--- config.mk ---
export PLATFORM = sky130hd
export DESIGN_NAME = eirs_top
export DESIGN_NICKNAME = d
export VERILOG_FILES = /design/src/eirs_pkg.sv /design/src/eirs_pin_detect.sv /design/src/eirs_top.sv
export VERILOG_INCLUDE_DIRS = /design/src
export SDC_FILE = /design/constraint.sdc
export NUM_CORES = 1
export LEC_CHECK = 0
export BUFFER_PORTS_ARGS = -buffer_cell sky130_fd_sc_hd__buf_2
export CAP_MARGIN = 20
export CORE_MARGIN = 10
export CORE_UTILIZATION = 40
export CTS_CLUSTER_DIAMETER = 120
export DETAILED_ROUTE_END_ITERATION = 12
export HOLD_SLACK_MARGIN = 0.06
export PLACE_DENSITY = 0.7
export SYNTH_ARGS = -nofsm -noshare
export SYNTH_HDL_FRONTEND = slang
export SYNTH_SLANG_ARGS = --single-unit
--- constraint.sdc ---
create_clock -name i_clk -period 6.2 [get_ports i_clk]
set_clock_uncertainty 0.1 [all_clocks]
set_input_delay 0.62 -clock i_clk [delete_from_list [all_inputs] [get_ports i_clk]]
set_output_delay 0.62 -clock i_clk [all_outputs]
set_load 0.05 [all_outputs]
--- src/eirs_params.svh ---
`ifndef EIRS_PARAMS_SVH
`define EIRS_PARAMS_SVH
// apb byte addresses
`define EIRS_ADDR_PIN_CTRL     12'h000
`define EIRS_ADDR_RST_CAUSE    12'h004
`define EIRS_ADDR_CAUSE_CTRL   12'h008
// pin control fields
`define EIRS_PIN_PULL_DIS      6
`define EIRS_PIN_EDGE_POL      5
`define EIRS_PIN_FUNC_EN       4
`define EIRS_PIN_EVT_FLAG      3
`define EIRS_PIN_EVT_ACK       2
`define EIRS_PIN_INT_EN        1
`define EIRS_PIN_DET_MODE      0
// reset cause fields, then the spare pin control bit
`define EIRS_CAUSE_POR         7
`define EIRS_CAUSE_PIN         6
`define EIRS_CAUSE_WDOG        5
`define EIRS_CAUSE_OPC         4
`define EIRS_CAUSE_ADR         3
`define EIRS_CAUSE_CLK         2
`define EIRS_CAUSE_LVD         1
`define EIRS_CAUSE_ZERO        0
`define EIRS_PIN_SPARE         7
// cause control fields
`define EIRS_CC_WDOG_EN        0
`define EIRS_CC_STOP_EN        1
`define EIRS_CC_BGND_EN        2
`define EIRS_CC_LVR_EN         3
// values
`define EIRS_SVC_FIRST         8'h55
`define EIRS_SVC_SECOND        8'haa
`define EIRS_CAUSE_RST_VAL     8'h82
`define EIRS_PIN_RST_VAL       7'h00
`define EIRS_RD_IDLE           32'h00000000
`define EIRS_CC_RST_VAL        4'h0
`endif

--- src/eirs_pkg.sv ---
package eirs_pkg;
  typedef struct packed {
    logic [11:0] paddr;
    logic        psel;
    logic        penable;
    logic        pwrite;
    logic [31:0] pwdata;
  } eirs_apb_req_s;

  typedef struct packed {
    logic por;
    logic pin;
    logic wdog_timeout;
    logic bad_opcode;
    logic stop_exec;
    logic bgnd_exec;
    logic bad_address;
    logic clock_loss;
    logic low_voltage;
    logic debug_force;
  } eirs_reset_src_s;

  typedef enum logic [1:0] {
    EIRS_SVC_IDLE  = 2'b00,
    EIRS_SVC_ARMED = 2'b01
  } eirs_svc_e;
endpackage

--- src/eirs_pin_detect.sv ---
`timescale 1ns/1ns
`default_nettype none
`include "eirs_params.svh"
module eirs_pin_detect
  import eirs_pkg::*;
(
  input  wire logic i_clk,
  input  wire logic i_rst_b,
  input  wire logic i_pin,
  input  wire logic i_enable,
  input  wire logic i_polarity,
  input  wire logic i_level_mode,
  output logic      o_event,
  output logic      o_asserted
);
  logic sync1_ff;
  logic sync2_ff;
  logic prev_ff;
  wire  act_now  = sync2_ff ~^ i_polarity;
  wire  act_prev = prev_ff ~^ i_polarity;

  always_ff @(posedge i_clk) begin
    if (!i_rst_b) begin
      sync1_ff <= 1'b0;
      sync2_ff <= 1'b0;
      prev_ff  <= 1'b0;
    end else begin
      sync1_ff <= i_pin;
      sync2_ff <= sync1_ff;
      prev_ff  <= sync2_ff;
    end
  end

  assign o_asserted = i_enable & i_level_mode & act_now;
  assign o_event    = i_enable & ((act_now & ~act_prev) | o_asserted);
endmodule
`default_nettype wire

--- src/eirs_top.sv ---
// Summary of operation
// - pin control bit 6 set disables the internal pull device while enabled
// - bit 5 selects polarity: 0 falling/low, 1 rising/high
// - enabled pin gets pull-down for rising, pull-up for falling, unless disabled
// - bit 4 enables pin event detection; otherwise pin activity ignored
// - bit 3 is read-only event flag set by detected pin events
// - bit 2 write 1 clears flag; write 0 nothing; reads zero
// - in level mode acknowledge cannot clear flag while pin still asserted
// - bit 1 set makes an interrupt request whenever the flag is set
// - bit 0 selects edge only or edge plus level detection
// - reset cause bits 7..1: por, pin, watchdog, opcode, address, clock, voltage
// - debug forced reset leaves every cause flag cleared
// - enabled watchdog: write other than 0x55/0xaa forces watchdog reset
// - 0x55 then 0xaa restarts watchdog count, flags unchanged
// - power-on reset sets power-on and low-voltage flags, clears others
// - low-voltage reset sets voltage flag, keeps power-on, clears others
// - other resets set flags of active sources, clear inactive ones
// - watchdog source suppressed when watchdog disabled
// - opcode reset for bad opcodes, disabled stop, disabled background
// - bad address reset on unimplemented data or fetch address
// - pin reset and clock-loss reset each recorded
// - clock flag means last reset came from clock-loss detector
`timescale 1ns/1ns
`default_nettype none
`include "eirs_params.svh"
module eirs_top
  import eirs_pkg::*;
(
  input  wire logic            i_clk,
  input  wire logic            i_rst_b,
  input  wire logic [11:0]     i_paddr,
  input  wire logic            i_psel,
  input  wire logic            i_penable,
  input  wire logic            i_pwrite,
  input  wire logic [31:0]     i_pwdata,
  output logic      [31:0]     o_prdata,
  output logic                 o_pready,
  output logic                 o_pslverr,
  input  wire logic            i_irq_pin,
  input  wire eirs_reset_src_s i_rst_src,
  output logic                 o_pull_up_en,
  output logic                 o_pull_down_en,
  output logic                 o_irq,
  output logic                 o_wdog_restart,
  output logic                 o_wdog_reset_req,
  output logic                 o_chip_reset_req,
  output logic                 o_wdog_enable,
  output logic                 o_stop_enable,
  output logic                 o_bgnd_enable,
  output logic                 o_lv_reset_enable
);
  eirs_apb_req_s req;
  logic [6:0]    pin_ctrl_ff;
  logic          flag_ff;
  logic [7:0]    cause_ff;
  logic [3:0]    cc_ff;
  logic          in_reset_ff;
  eirs_svc_e     svc_ff;
  logic [31:0]   prdata_ff;
  logic          pready_ff;
  logic          pslverr_ff;
  logic          irq_ff;
  logic          pu_ff;
  logic          pd_ff;
  logic          restart_ff;
  logic          wreset_ff;
  logic          creset_ff;
  logic          pin_evt;
  logic          pin_asserted;

  function automatic logic hit(input logic [11:0] a, input logic [11:0] target);
    hit = (a == target);
  endfunction

  assign req = '{paddr: i_paddr, psel: i_psel, penable: i_penable, pwrite: i_pwrite, pwdata: i_pwdata};

  wire       access    = req.psel & req.penable & ~pready_ff;
  wire       sel_pin   = hit(req.paddr, `EIRS_ADDR_PIN_CTRL);
  wire       sel_cause = hit(req.paddr, `EIRS_ADDR_RST_CAUSE);
  wire       sel_cc    = hit(req.paddr, `EIRS_ADDR_CAUSE_CTRL);
  wire       mapped    = sel_pin | sel_cause | sel_cc;
  wire       wr        = access & req.pwrite;
  wire       wr_pin    = wr & sel_pin;
  wire       wr_cause  = wr & sel_cause;
  wire       wr_cc     = wr & sel_cc;
  wire [7:0] wbyte     = req.pwdata[7:0];

  wire pull_dis  = pin_ctrl_ff[`EIRS_PIN_PULL_DIS];
  wire polarity  = pin_ctrl_ff[`EIRS_PIN_EDGE_POL];
  wire func_en   = pin_ctrl_ff[`EIRS_PIN_FUNC_EN];
  wire int_en    = pin_ctrl_ff[`EIRS_PIN_INT_EN];
  wire lvl_mode  = pin_ctrl_ff[`EIRS_PIN_DET_MODE];
  wire wdog_en   = cc_ff[`EIRS_CC_WDOG_EN];

  eirs_pin_detect u_detect (
    .i_clk        (i_clk),
    .i_rst_b      (i_rst_b),
    .i_pin        (i_irq_pin),
    .i_enable     (func_en),
    .i_polarity   (polarity),
    .i_level_mode (lvl_mode),
    .o_event      (pin_evt),
    .o_asserted   (pin_asserted)
  );

  // acknowledge write clears flag unless level still asserted; event wins
  wire ack     = wr_pin & wbyte[`EIRS_PIN_EVT_ACK];
  wire nxt_flag = pin_evt | (flag_ff & ~(ack & ~pin_asserted));

  // watchdog service sequencing
  wire is_first   = (wbyte == `EIRS_SVC_FIRST);
  wire is_second  = (wbyte == `EIRS_SVC_SECOND);
  wire svc_done   = wr_cause & is_second & (svc_ff == EIRS_SVC_ARMED);
  wire bad_write  = wr_cause & wdog_en & ~is_first & ~is_second;
  eirs_svc_e nxt_svc;
  always_comb begin
    nxt_svc = svc_ff;
    unique case (svc_ff)
      EIRS_SVC_IDLE: begin
        if (wr_cause && is_first) begin
          nxt_svc = EIRS_SVC_ARMED;
        end
      end
      EIRS_SVC_ARMED: begin
        if (wr_cause && !is_first) begin
          nxt_svc = EIRS_SVC_IDLE;
        end
      end
      default: begin
        nxt_svc = EIRS_SVC_IDLE;
      end
    endcase
  end

  // reset source qualification
  wire opc_src  = i_rst_src.bad_opcode
                | (i_rst_src.stop_exec & ~cc_ff[`EIRS_CC_STOP_EN])
                | (i_rst_src.bgnd_exec & ~cc_ff[`EIRS_CC_BGND_EN]);
  wire wdog_src = wdog_en & (i_rst_src.wdog_timeout | bad_write);
  wire lv_src   = cc_ff[`EIRS_CC_LVR_EN] & i_rst_src.low_voltage;
  wire any_src  = i_rst_src.por | i_rst_src.pin | wdog_src | opc_src
                | i_rst_src.bad_address | i_rst_src.clock_loss | lv_src | i_rst_src.debug_force;

  logic [7:0] cause_capture;
  always_comb begin
    cause_capture = 8'h00;
    if (i_rst_src.por) begin
      cause_capture = `EIRS_CAUSE_RST_VAL;
    end else if (i_rst_src.debug_force) begin
      cause_capture = 8'h00;
    end else if (lv_src) begin
      cause_capture[`EIRS_CAUSE_POR] = cause_ff[`EIRS_CAUSE_POR];
      cause_capture[`EIRS_CAUSE_LVD] = 1'b1;
    end else begin
      cause_capture[`EIRS_CAUSE_PIN]  = i_rst_src.pin;
      cause_capture[`EIRS_CAUSE_WDOG] = wdog_src;
      cause_capture[`EIRS_CAUSE_OPC]  = opc_src;
      cause_capture[`EIRS_CAUSE_ADR]  = i_rst_src.bad_address;
      cause_capture[`EIRS_CAUSE_CLK]  = i_rst_src.clock_loss;
    end
  end
  // capture only on reset entry
  wire [7:0] nxt_cause = (any_src & ~in_reset_ff) ? cause_capture : cause_ff;

  // read-back assembly, pin fields one to a line, cause bits 7..1 in a loop
  wire [7:0]  pin_rd;
  wire [7:0]  cause_rd;
  assign pin_rd[`EIRS_PIN_SPARE]    = 1'b0;
  assign pin_rd[`EIRS_PIN_PULL_DIS] = pull_dis;
  assign pin_rd[`EIRS_PIN_EDGE_POL] = polarity;
  assign pin_rd[`EIRS_PIN_FUNC_EN]  = func_en;
  assign pin_rd[`EIRS_PIN_EVT_FLAG] = flag_ff;
  assign pin_rd[`EIRS_PIN_EVT_ACK]  = 1'b0;
  assign pin_rd[`EIRS_PIN_INT_EN]   = int_en;
  assign pin_rd[`EIRS_PIN_DET_MODE] = lvl_mode;
  assign cause_rd[`EIRS_CAUSE_ZERO] = 1'b0;
  for (genvar g = `EIRS_CAUSE_LVD; g <= `EIRS_CAUSE_POR; g++) begin : g_cause_rd
    assign cause_rd[g] = cause_ff[g];
  end
  wire [31:0] rd_word = sel_pin   ? {24'h000000, pin_rd} :
                        sel_cause ? {24'h000000, cause_rd} :
                        sel_cc    ? {28'h0000000, cc_ff} : `EIRS_RD_IDLE;

  // write path stores only the control fields
  wire [6:0]  wr_ctrl;
  assign wr_ctrl[`EIRS_PIN_PULL_DIS] = wbyte[`EIRS_PIN_PULL_DIS];
  assign wr_ctrl[`EIRS_PIN_EDGE_POL] = wbyte[`EIRS_PIN_EDGE_POL];
  assign wr_ctrl[`EIRS_PIN_FUNC_EN]  = wbyte[`EIRS_PIN_FUNC_EN];
  assign wr_ctrl[`EIRS_PIN_EVT_FLAG] = 1'b0;
  assign wr_ctrl[`EIRS_PIN_EVT_ACK]  = 1'b0;
  assign wr_ctrl[`EIRS_PIN_INT_EN]   = wbyte[`EIRS_PIN_INT_EN];
  assign wr_ctrl[`EIRS_PIN_DET_MODE] = wbyte[`EIRS_PIN_DET_MODE];
  wire [6:0]  nxt_pin_ctrl = wr_pin ? wr_ctrl : pin_ctrl_ff;

  wire [3:0]  nxt_cc       = wr_cc ? wbyte[3:0] : cc_ff;
  // pull device control follows enable, polarity and disable
  wire        nxt_pu       = func_en & ~pull_dis & ~polarity;
  wire        nxt_pd       = func_en & ~pull_dis & polarity;
  wire        nxt_irq      = int_en & nxt_flag;

  // bus answer and watchdog pulses, registered once
  wire [31:0] nxt_prdata   = access ? rd_word : `EIRS_RD_IDLE;
  wire        nxt_pready   = access;
  wire        nxt_pslverr  = access & ~mapped;
  wire        nxt_restart  = svc_done;
  wire        nxt_wreset   = bad_write;
  wire        nxt_creset   = any_src & ~in_reset_ff;

  // pin control and interrupt registers
  always_ff @(posedge i_clk) begin
    if (!i_rst_b) begin
      pin_ctrl_ff <= `EIRS_PIN_RST_VAL;
    end else begin
      pin_ctrl_ff <= nxt_pin_ctrl;
    end
  end

  // event wins over an acknowledge in the same cycle
  always_ff @(posedge i_clk) begin
    if (!i_rst_b) begin
      flag_ff <= 1'b0;
    end else begin
      flag_ff <= nxt_flag;
    end
  end

  always_ff @(posedge i_clk) begin
    if (!i_rst_b) begin
      cc_ff <= `EIRS_CC_RST_VAL;
    end else begin
      cc_ff <= nxt_cc;
    end
  end

  // service sequencer state
  always_ff @(posedge i_clk) begin
    if (!i_rst_b) begin
      svc_ff <= EIRS_SVC_IDLE;
    end else begin
      svc_ff <= nxt_svc;
    end
  end

  always_ff @(posedge i_clk) begin
    if (!i_rst_b) begin
      pu_ff <= 1'b0;
    end else begin
      pu_ff <= nxt_pu;
    end
  end

  always_ff @(posedge i_clk) begin
    if (!i_rst_b) begin
      pd_ff <= 1'b0;
    end else begin
      pd_ff <= nxt_pd;
    end
  end

  always_ff @(posedge i_clk) begin
    if (!i_rst_b) begin
      irq_ff <= 1'b0;
    end else begin
      irq_ff <= nxt_irq;
    end
  end

  // cause register survives system reset; only power-on preloads it
  always_ff @(posedge i_clk) begin
    cause_ff <= nxt_cause;
  end

  always_ff @(posedge i_clk) begin
    in_reset_ff <= any_src;
  end

  // bus answer and watchdog pulse registers
  always_ff @(posedge i_clk) begin
    if (!i_rst_b) begin
      prdata_ff <= `EIRS_RD_IDLE;
    end else begin
      prdata_ff <= nxt_prdata;
    end
  end

  // one wait state: answer follows the access edge
  always_ff @(posedge i_clk) begin
    if (!i_rst_b) begin
      pready_ff <= 1'b0;
    end else begin
      pready_ff <= nxt_pready;
    end
  end

  always_ff @(posedge i_clk) begin
    if (!i_rst_b) begin
      pslverr_ff <= 1'b0;
    end else begin
      pslverr_ff <= nxt_pslverr;
    end
  end

  always_ff @(posedge i_clk) begin
    if (!i_rst_b) begin
      restart_ff <= 1'b0;
    end else begin
      restart_ff <= nxt_restart;
    end
  end

  always_ff @(posedge i_clk) begin
    if (!i_rst_b) begin
      wreset_ff <= 1'b0;
    end else begin
      wreset_ff <= nxt_wreset;
    end
  end

  // pulse on the first cycle of any qualified reset source
  always_ff @(posedge i_clk) begin
    if (!i_rst_b) begin
      creset_ff <= 1'b0;
    end else begin
      creset_ff <= nxt_creset;
    end
  end

  assign o_prdata          = prdata_ff;
  assign o_pready          = pready_ff;
  assign o_pslverr         = pslverr_ff;
  assign o_irq             = irq_ff;
  assign o_pull_up_en      = pu_ff;
  assign o_pull_down_en    = pd_ff;
  assign o_wdog_restart    = restart_ff;
  assign o_wdog_reset_req  = wreset_ff;
  assign o_chip_reset_req  = creset_ff;
  assign o_wdog_enable     = cc_ff[`EIRS_CC_WDOG_EN];
  assign o_stop_enable     = cc_ff[`EIRS_CC_STOP_EN];
  assign o_bgnd_enable     = cc_ff[`EIRS_CC_BGND_EN];
  assign o_lv_reset_enable = cc_ff[`EIRS_CC_LVR_EN];
endmodule
`default_nettype wire

==> metrics.yaml, run 1 <==
outcome: "finished, final reports clean"
synth_largest_area_cell: "dfxtp_1"
nNetsFinal: 289
slowest_stage: "or4_1"
path_delay_family: "simple AND/OR/NAND/NOR gates"
start_kind: "input pin"
finalSetupViolCount: 0
port_buffers: 55
synthCells: 174
p_sw_mw: 0.133
cts_resized: 0
whs_path_depth: 1
period_minus_slack_ps: 2460
multi_input_area_um2: 831
hold_violations: 0
antenna_cells: 0
crit_fanout: 6
grt_pass1_wl_um: 6140
drc: 0
hpwl_um: 3300
yosys_warnings: 0
synth_area_leaders: "dfxtp_1 34%, edfxtp_1 12%, buf_4 10%, mux2i_1 8.9%, nor2b_1 4.2%"
crit_chain: "buf_2, or4_1, nor4_4, nand4_1, nand2_1"
gp_congestion: 0.785
routed_wl_um: 4050
grt_pass1_vias: 1276
cts_sinks: 38
netlist_top_cells_count: "31 x dfxtp_1, 24 x buf_4, 16 x mux2i_1"
fin_setup_tns_ps: 0
cts-buffers-inserted: 5
row_count: 24
post_cts.repair.setup_buffers: 0
grt_max_degree: 20
ff2ff_path_depth: 4
cp_slowest_stage_delay_ps: 700
initial_core_util_pct: 41.4
avgRoutedWirePerCell_um: 14.4
pin_count: 104
cts_buffer_depth: 2
yosysMostFrequentCell: "dfxtp_1"
drt_iter0_markers: 54
worstHoldEndpoint: "u_detect.sync2_ff"
p_leak_nw: 0.951
met2_usage_pct: 16.2
peakVddDrop_uv: 103
sw_frac_of_total_pct: 27.9
clock_power_share_pct: 34.0
postCtsHoldBufs: 0
min_period_over_period_pct: 39.6
clock.fmax_mhz: 407
core_area_um2: 4350
busiest_layer: "met2"
ys_ff_latch: 38
seq_area_frac_synth_pct: 46.1
timing.rr.end: "cause_ff[2]"
end_kind: "flop"
async_flop_share_pct: 0
syn_to_final_growth_pct: 16.5
critPathArrivalTime_ps: 2330
synth-edff-count: 7
slew_violations: 0
seqPwrFrac_pct: 52.8
syn_avg_cell_area_um2: 10.4
overflow: 0
worst-path-buf-inv: 1
drtAntennaViolNets: 0
worstReg2RegStart: "o_pready"
crit_required_ps: 6070
relSlewSlack_pct: 57.9
cts.clk_slew.worst_paths_ps: 70
synth-main-ff-cell: "dfxtp_1"
grt_usage_pct: 10.2
regArea_um2: 831
root_buffer: "clkbuf_8"
fillers: 410
first_pass_iters: 4
reg2reg_setup_slack_ps: 4180
htree_levels: 2
grtUsageMet3_pct: 5.43
met1_usage_pct: 11.7
powerDensity_nw_per_um2: 228
p_int_mw: 0.345
holdCritPathClass: "flop to flop"
final_util_pct: 48.2
synth_top_area_share_pct: 34.4
cts_tree: "built"
hold_start: "u_detect.sync1_ff"
worst_slew_pin_slew_ps: 627
fp.dieW_um: 87.1
num_vias: 1309
drive_gt1_share_pct: 29.1
max_cap_violations: 0
yosysUniqueCellTypes: 40
drt-vias-per-instance: 4.64
critPathKind: "input pin to flop"
insertion_delay_ps: 290
antenna_found_initial: 0
synth_area_um2: 1800
die_area_um2: 7590
die_h_um: 87.1
rsz0062_at_grt: "no"
comb_power_share_pct: 13.2
cell families after synthesis:
family,Yosys count,synth area share [%]
compound gates,16,6.32
xor+xnor,2,0.972
buf+inv,34,12.6
flops,38,46.1
mux,16,8.89
other cells,1,0.208
simple gates,67,24.9
stage by stage:
stage	worst slack, ps	area (um^2)	std cells	power (mW)	hold slack (ps)
2_1_floorplan	3800	1890	197	0.317	312
3_3_place_gp	3450	2020	274	0.320	318
3_5_place_dp	3440	2020	274	0.321	323
4_1_cts	3750	2100	282	0.484	339
5_1_grt	3630	2100	282	0.497	347
6_report	3740	2100	282	0.478	335
layout by cell type (no fill, tap or decap), types with 2 or more instances in the layout:
master     n
clkinv_2   2
buf_2     55
a21o_1     2
xor2_1     2
or4b_1     2
or4_1      2
nor2_1    10
a21boi_1   3
and2_1     7
clkbuf_8   5
nor2b_1   12
nor4bb_1   4
and3_1     2
nor4_4     3
mux2i_1   16
conb_1    24
dfxtp_1   31
nand2_1   11
inv_1      4
a21oi_1    4
nor3_1     4
edfxtp_1   7
registers in the layout (all words and copies together) (netlist names), 4 cells and up:
signal / cells
cc_ff: 4
cause_ff: 7
pin_ctrl_ff: 5
o_prdata: 8
final cells by class:
type                            instances  area share [%]
Clock inverter                          2           0.477
Inverter                                4           0.715
Clock buffer                            6            3.46
Sequential cell                        38            39.6
Multi-Input combinational cell        125            39.6
Tap cell                               52            3.10
Timing Repair Buffer                   55            13.1
layer usage:
layer  vias up  share of wire, %
li1        667                 -
met1       585                41
met2        53                47
met3         4                12
met4         0              0.84
met5         -                 0
how the worst max path moves through the flow:
stage	startpoint	endpoint	slack, ps	depth (start not counted)
final	i_paddr[5]	cause_ff[2]	3740	5
after global routing	i_paddr[5]	cause_ff[4]	3630	5
after CTS	i_paddr[5]	cause_ff[2]	3750	5
after detailed placement	i_paddr[5]	cause_ff[2]	3440	5
after global placement	i_paddr[5]	cause_ff[4]	3450	5
after floorplan	i_paddr[5]	cause_ff[1]	3800	5
power groups by stage:
stage | sequential, mW | combinational (mW) | clock [mW]
after floorplan | 0.260 | 0.0571 | 0
after global placement | 0.258 | 0.0621 | 0
after detailed placement | 0.258 | 0.0625 | 0
after CTS | 0.253 | 0.0626 | 0.169
after global routing | 0.253 | 0.0669 | 0.178
final | 0.253 | 0.0632 | 0.162
(Power assumes the default switching activity.)
==> run 2: changes to the inputs <==
--- a/config.mk
+++ b/config.mk
@@ -6,6 +6,7 @@
 export SDC_FILE = /design/constraint.sdc
 export NUM_CORES = 1
 export LEC_CHECK = 0
+export ABC_AREA = 1
 export BUFFER_PORTS_ARGS = -buffer_cell sky130_fd_sc_hd__buf_2
 export CAP_MARGIN = 20
 export CORE_MARGIN = 10
==> constraint.sdc (replaced) <==
create_clock -name i_clk -period 2.42 [get_ports i_clk]
set_clock_uncertainty 0.1 [all_clocks]
set_input_delay 0.242 -clock i_clk [delete_from_list [all_inputs] [get_ports i_clk]]
set_output_delay 0.242 -clock i_clk [all_outputs]
set_load 0.05 [all_outputs]
==> run 2 against run 1 <==
- cell count is 19% higher
- total power grew to 2.6 times the previous value
- clock-buffer cell count is 1 higher
- hold slack lost 210 ps
- non-clock buffer count increased by 2
- global-route usage increased by 1.1 points
- via count is 14% higher
- sequential power increased to 2.6 times the previous value
- critical endpoint unchanged
- largest power group unchanged
==> metrics.yaml, run 2 <==
outcome: "finished, final reports clean"
avgRoutedWirePerCell_um: 12.7
fin_setup_tns_ps: 0
ff2ff_path_depth: 9
die_area_um2: 7520
seq_area_frac_synth_pct: 46.7
multi_input_area_um2: 722
gp_congestion: 0.762
worstReg2RegStart: "o_pready"
htree_levels: 2
fillers: 442
critPathArrivalTime_ps: 1720
mostFrequentLayoutCell: "buf_2"
yosysMostFrequentCell: "dfxtp_1"
overflow: 0
crit_chain: "inv_1, nand3_1, nor2_4, nand3_4, nor2_4, nand2_2, nand3_2, nand2_2, inv_1"
first_pass_iters: 4
worst_slack_ps: 571
port_buffers: 55
worst-path-buf-inv: 2
placed_area_um2: 2020
synth_area_leaders: "dfxtp_1 35%, edfxtp_1 12%, buf_4 10%, inv_1 6.3%, nand2_1 6.3%"
postLayoutCellArea_um2: 2130
dpl_worst_slack_ps: 548
path_depth: 9
cts.clk_slew.worst_paths_ps: 70
nNetsFinal: 342
grt_usage_pct: 11.3
initial_core_util_pct: 41.1
ys_ff_latch: 38
cts-buffers-inserted: 5
antenna_found_initial: 0
core_area_um2: 4320
peakVddDrop_uv: 240
synth-main-ff-cell: "dfxtp_1"
insertion_delay_ps: 290
critPathKind: "flop to flop"
num_vias: 1498
pin_count: 104
cp_slowest_stage_delay_ps: 310
min_period_over_period_pct: 76.4
drt_iter0_markers: 102
powerDensity_nw_per_um2: 586
cts_tree: "built"
antenna_cells: 0
grt_pass1_vias: 1518
largest_register_ffs: 8
synthCells: 220
drive_gt1_share_pct: 28.3
rsz0062_at_grt: "no"
yosysUniqueCellTypes: 27
syn_avg_cell_area_um2: 8.09
path_delay_family: "simple AND/OR/NAND/NOR gates"
drc: 0
placed_cells: 325
timing.hold.ws_ps: 128
whs_path_depth: 3
cts_buffer_depth: 2
finalSetupViolCount: 0
regArea_um2: 831
routed_wl_um: 4250
finalNonFillerCells: 335
hpwl_um: 3500
row_count: 24
synth_area_um2: 1780
holdCritPathClass: "input pin to flop"
drt-vias-per-instance: 4.47
hold_start: "i_rst_src[7]"
synth_largest_area_cell: "dfxtp_1"
max_cap_violations: 0
fp.dieW_um: 86.7
drtAntennaViolNets: 0
yosys_warnings: 0
synth-edff-count: 7
reg2reg_setup_slack_ps: 570
end_kind: "flop"
async_flop_share_pct: 0
period_minus_slack_ps: 1850
syn_to_final_growth_pct: 19.9
crit_fanout: 6
slew_violations: 0
cts_sinks: 38
netlist_top_cells_count: "31 x dfxtp_1, 30 x inv_1, 30 x nand2_1"
grt_pass1_wl_um: 6870
cp-startpoint: "o_pready"
hold_violations: 0
clock.fmax_mhz: 541
synth_top_area_share_pct: 34.9
start_kind: "flop"
grt_max_degree: 14
root_buffer: "clkbuf_8"
layout_common_cells: "55 x buf_2, 31 x dfxtp_1, 30 x inv_1, 30 x nand2_1, 24 x conb_1"
p_leak_nw: 1.03
die_h_um: 86.7
crit_required_ps: 2290
slowest_stage: "dfxtp_1"
run 2: final cells by class:
cell class | count | area share [%]
clock inverters | 1 | 0.235
inverters | 33 | 6.04
flip-flops and latches | 38 | 38.9
repair buffers | 57 | 13.8
clock buffers | 7 | 4.05
multi-input cells | 147 | 33.8
well taps | 52 | 3.05
run 2: final timing paths:
check | endpoint
worst max register to register | cause_ff[2]
worst max-delay path | cause_ff[2]
worst min-delay path | in_reset_ff
worst min register to register | u_detect.sync2_ff
run 2: per-stage QoR:
stage / power, mW / util (%)
floorplan: 0.811 / -
global placement: 0.820 / 46.8
detailed placement: 0.822 / 46.8
CTS: 1.26 / 49.3
global route: 1.31 / 49.3
finish: 1.25 / 49.3
run 2: worst register-to-register path, stage by stage, from the launching register on:
cell	delay [ps]
dfxtp_1	310
inv_1	50
nand3_1	120
nor2_4	280
nand3_4	140
nor2_4	110
nand2_2	70
nand3_2	80
nand2_2	60
inv_1	210
run 2: repair_timing:
action,CTS,global route
hold buffers,2,0
resized for setup,0,0
hold endpoints to repair,2,0
buffers inserted,0,0
run 2: power by group:
group          switching, mW  internal, mW
combinational          0.130        0.0345
sequential           0.00129         0.646
clock                  0.210         0.230
run 2: metal layers:
metal  up-vias  GRT usage (%)  part of all wire (%)
met5         -              0                     0
met4         0           5.60                   2.0
met3         6           5.44                    11
met2        66           19.1                    47
met1       645           11.5                    40
li1        781              -                     -
run 2: kinds of logic (layout without fill, tap and decap cells):
group           after synthesis  count (layout)  synth area share [%]
other cells                   1              24                 0.211
compound gates               30              30                  9.42
simple gates                 93              93                  26.1
buf+inv                      58              98                  17.6
flops                        38              38                  46.7
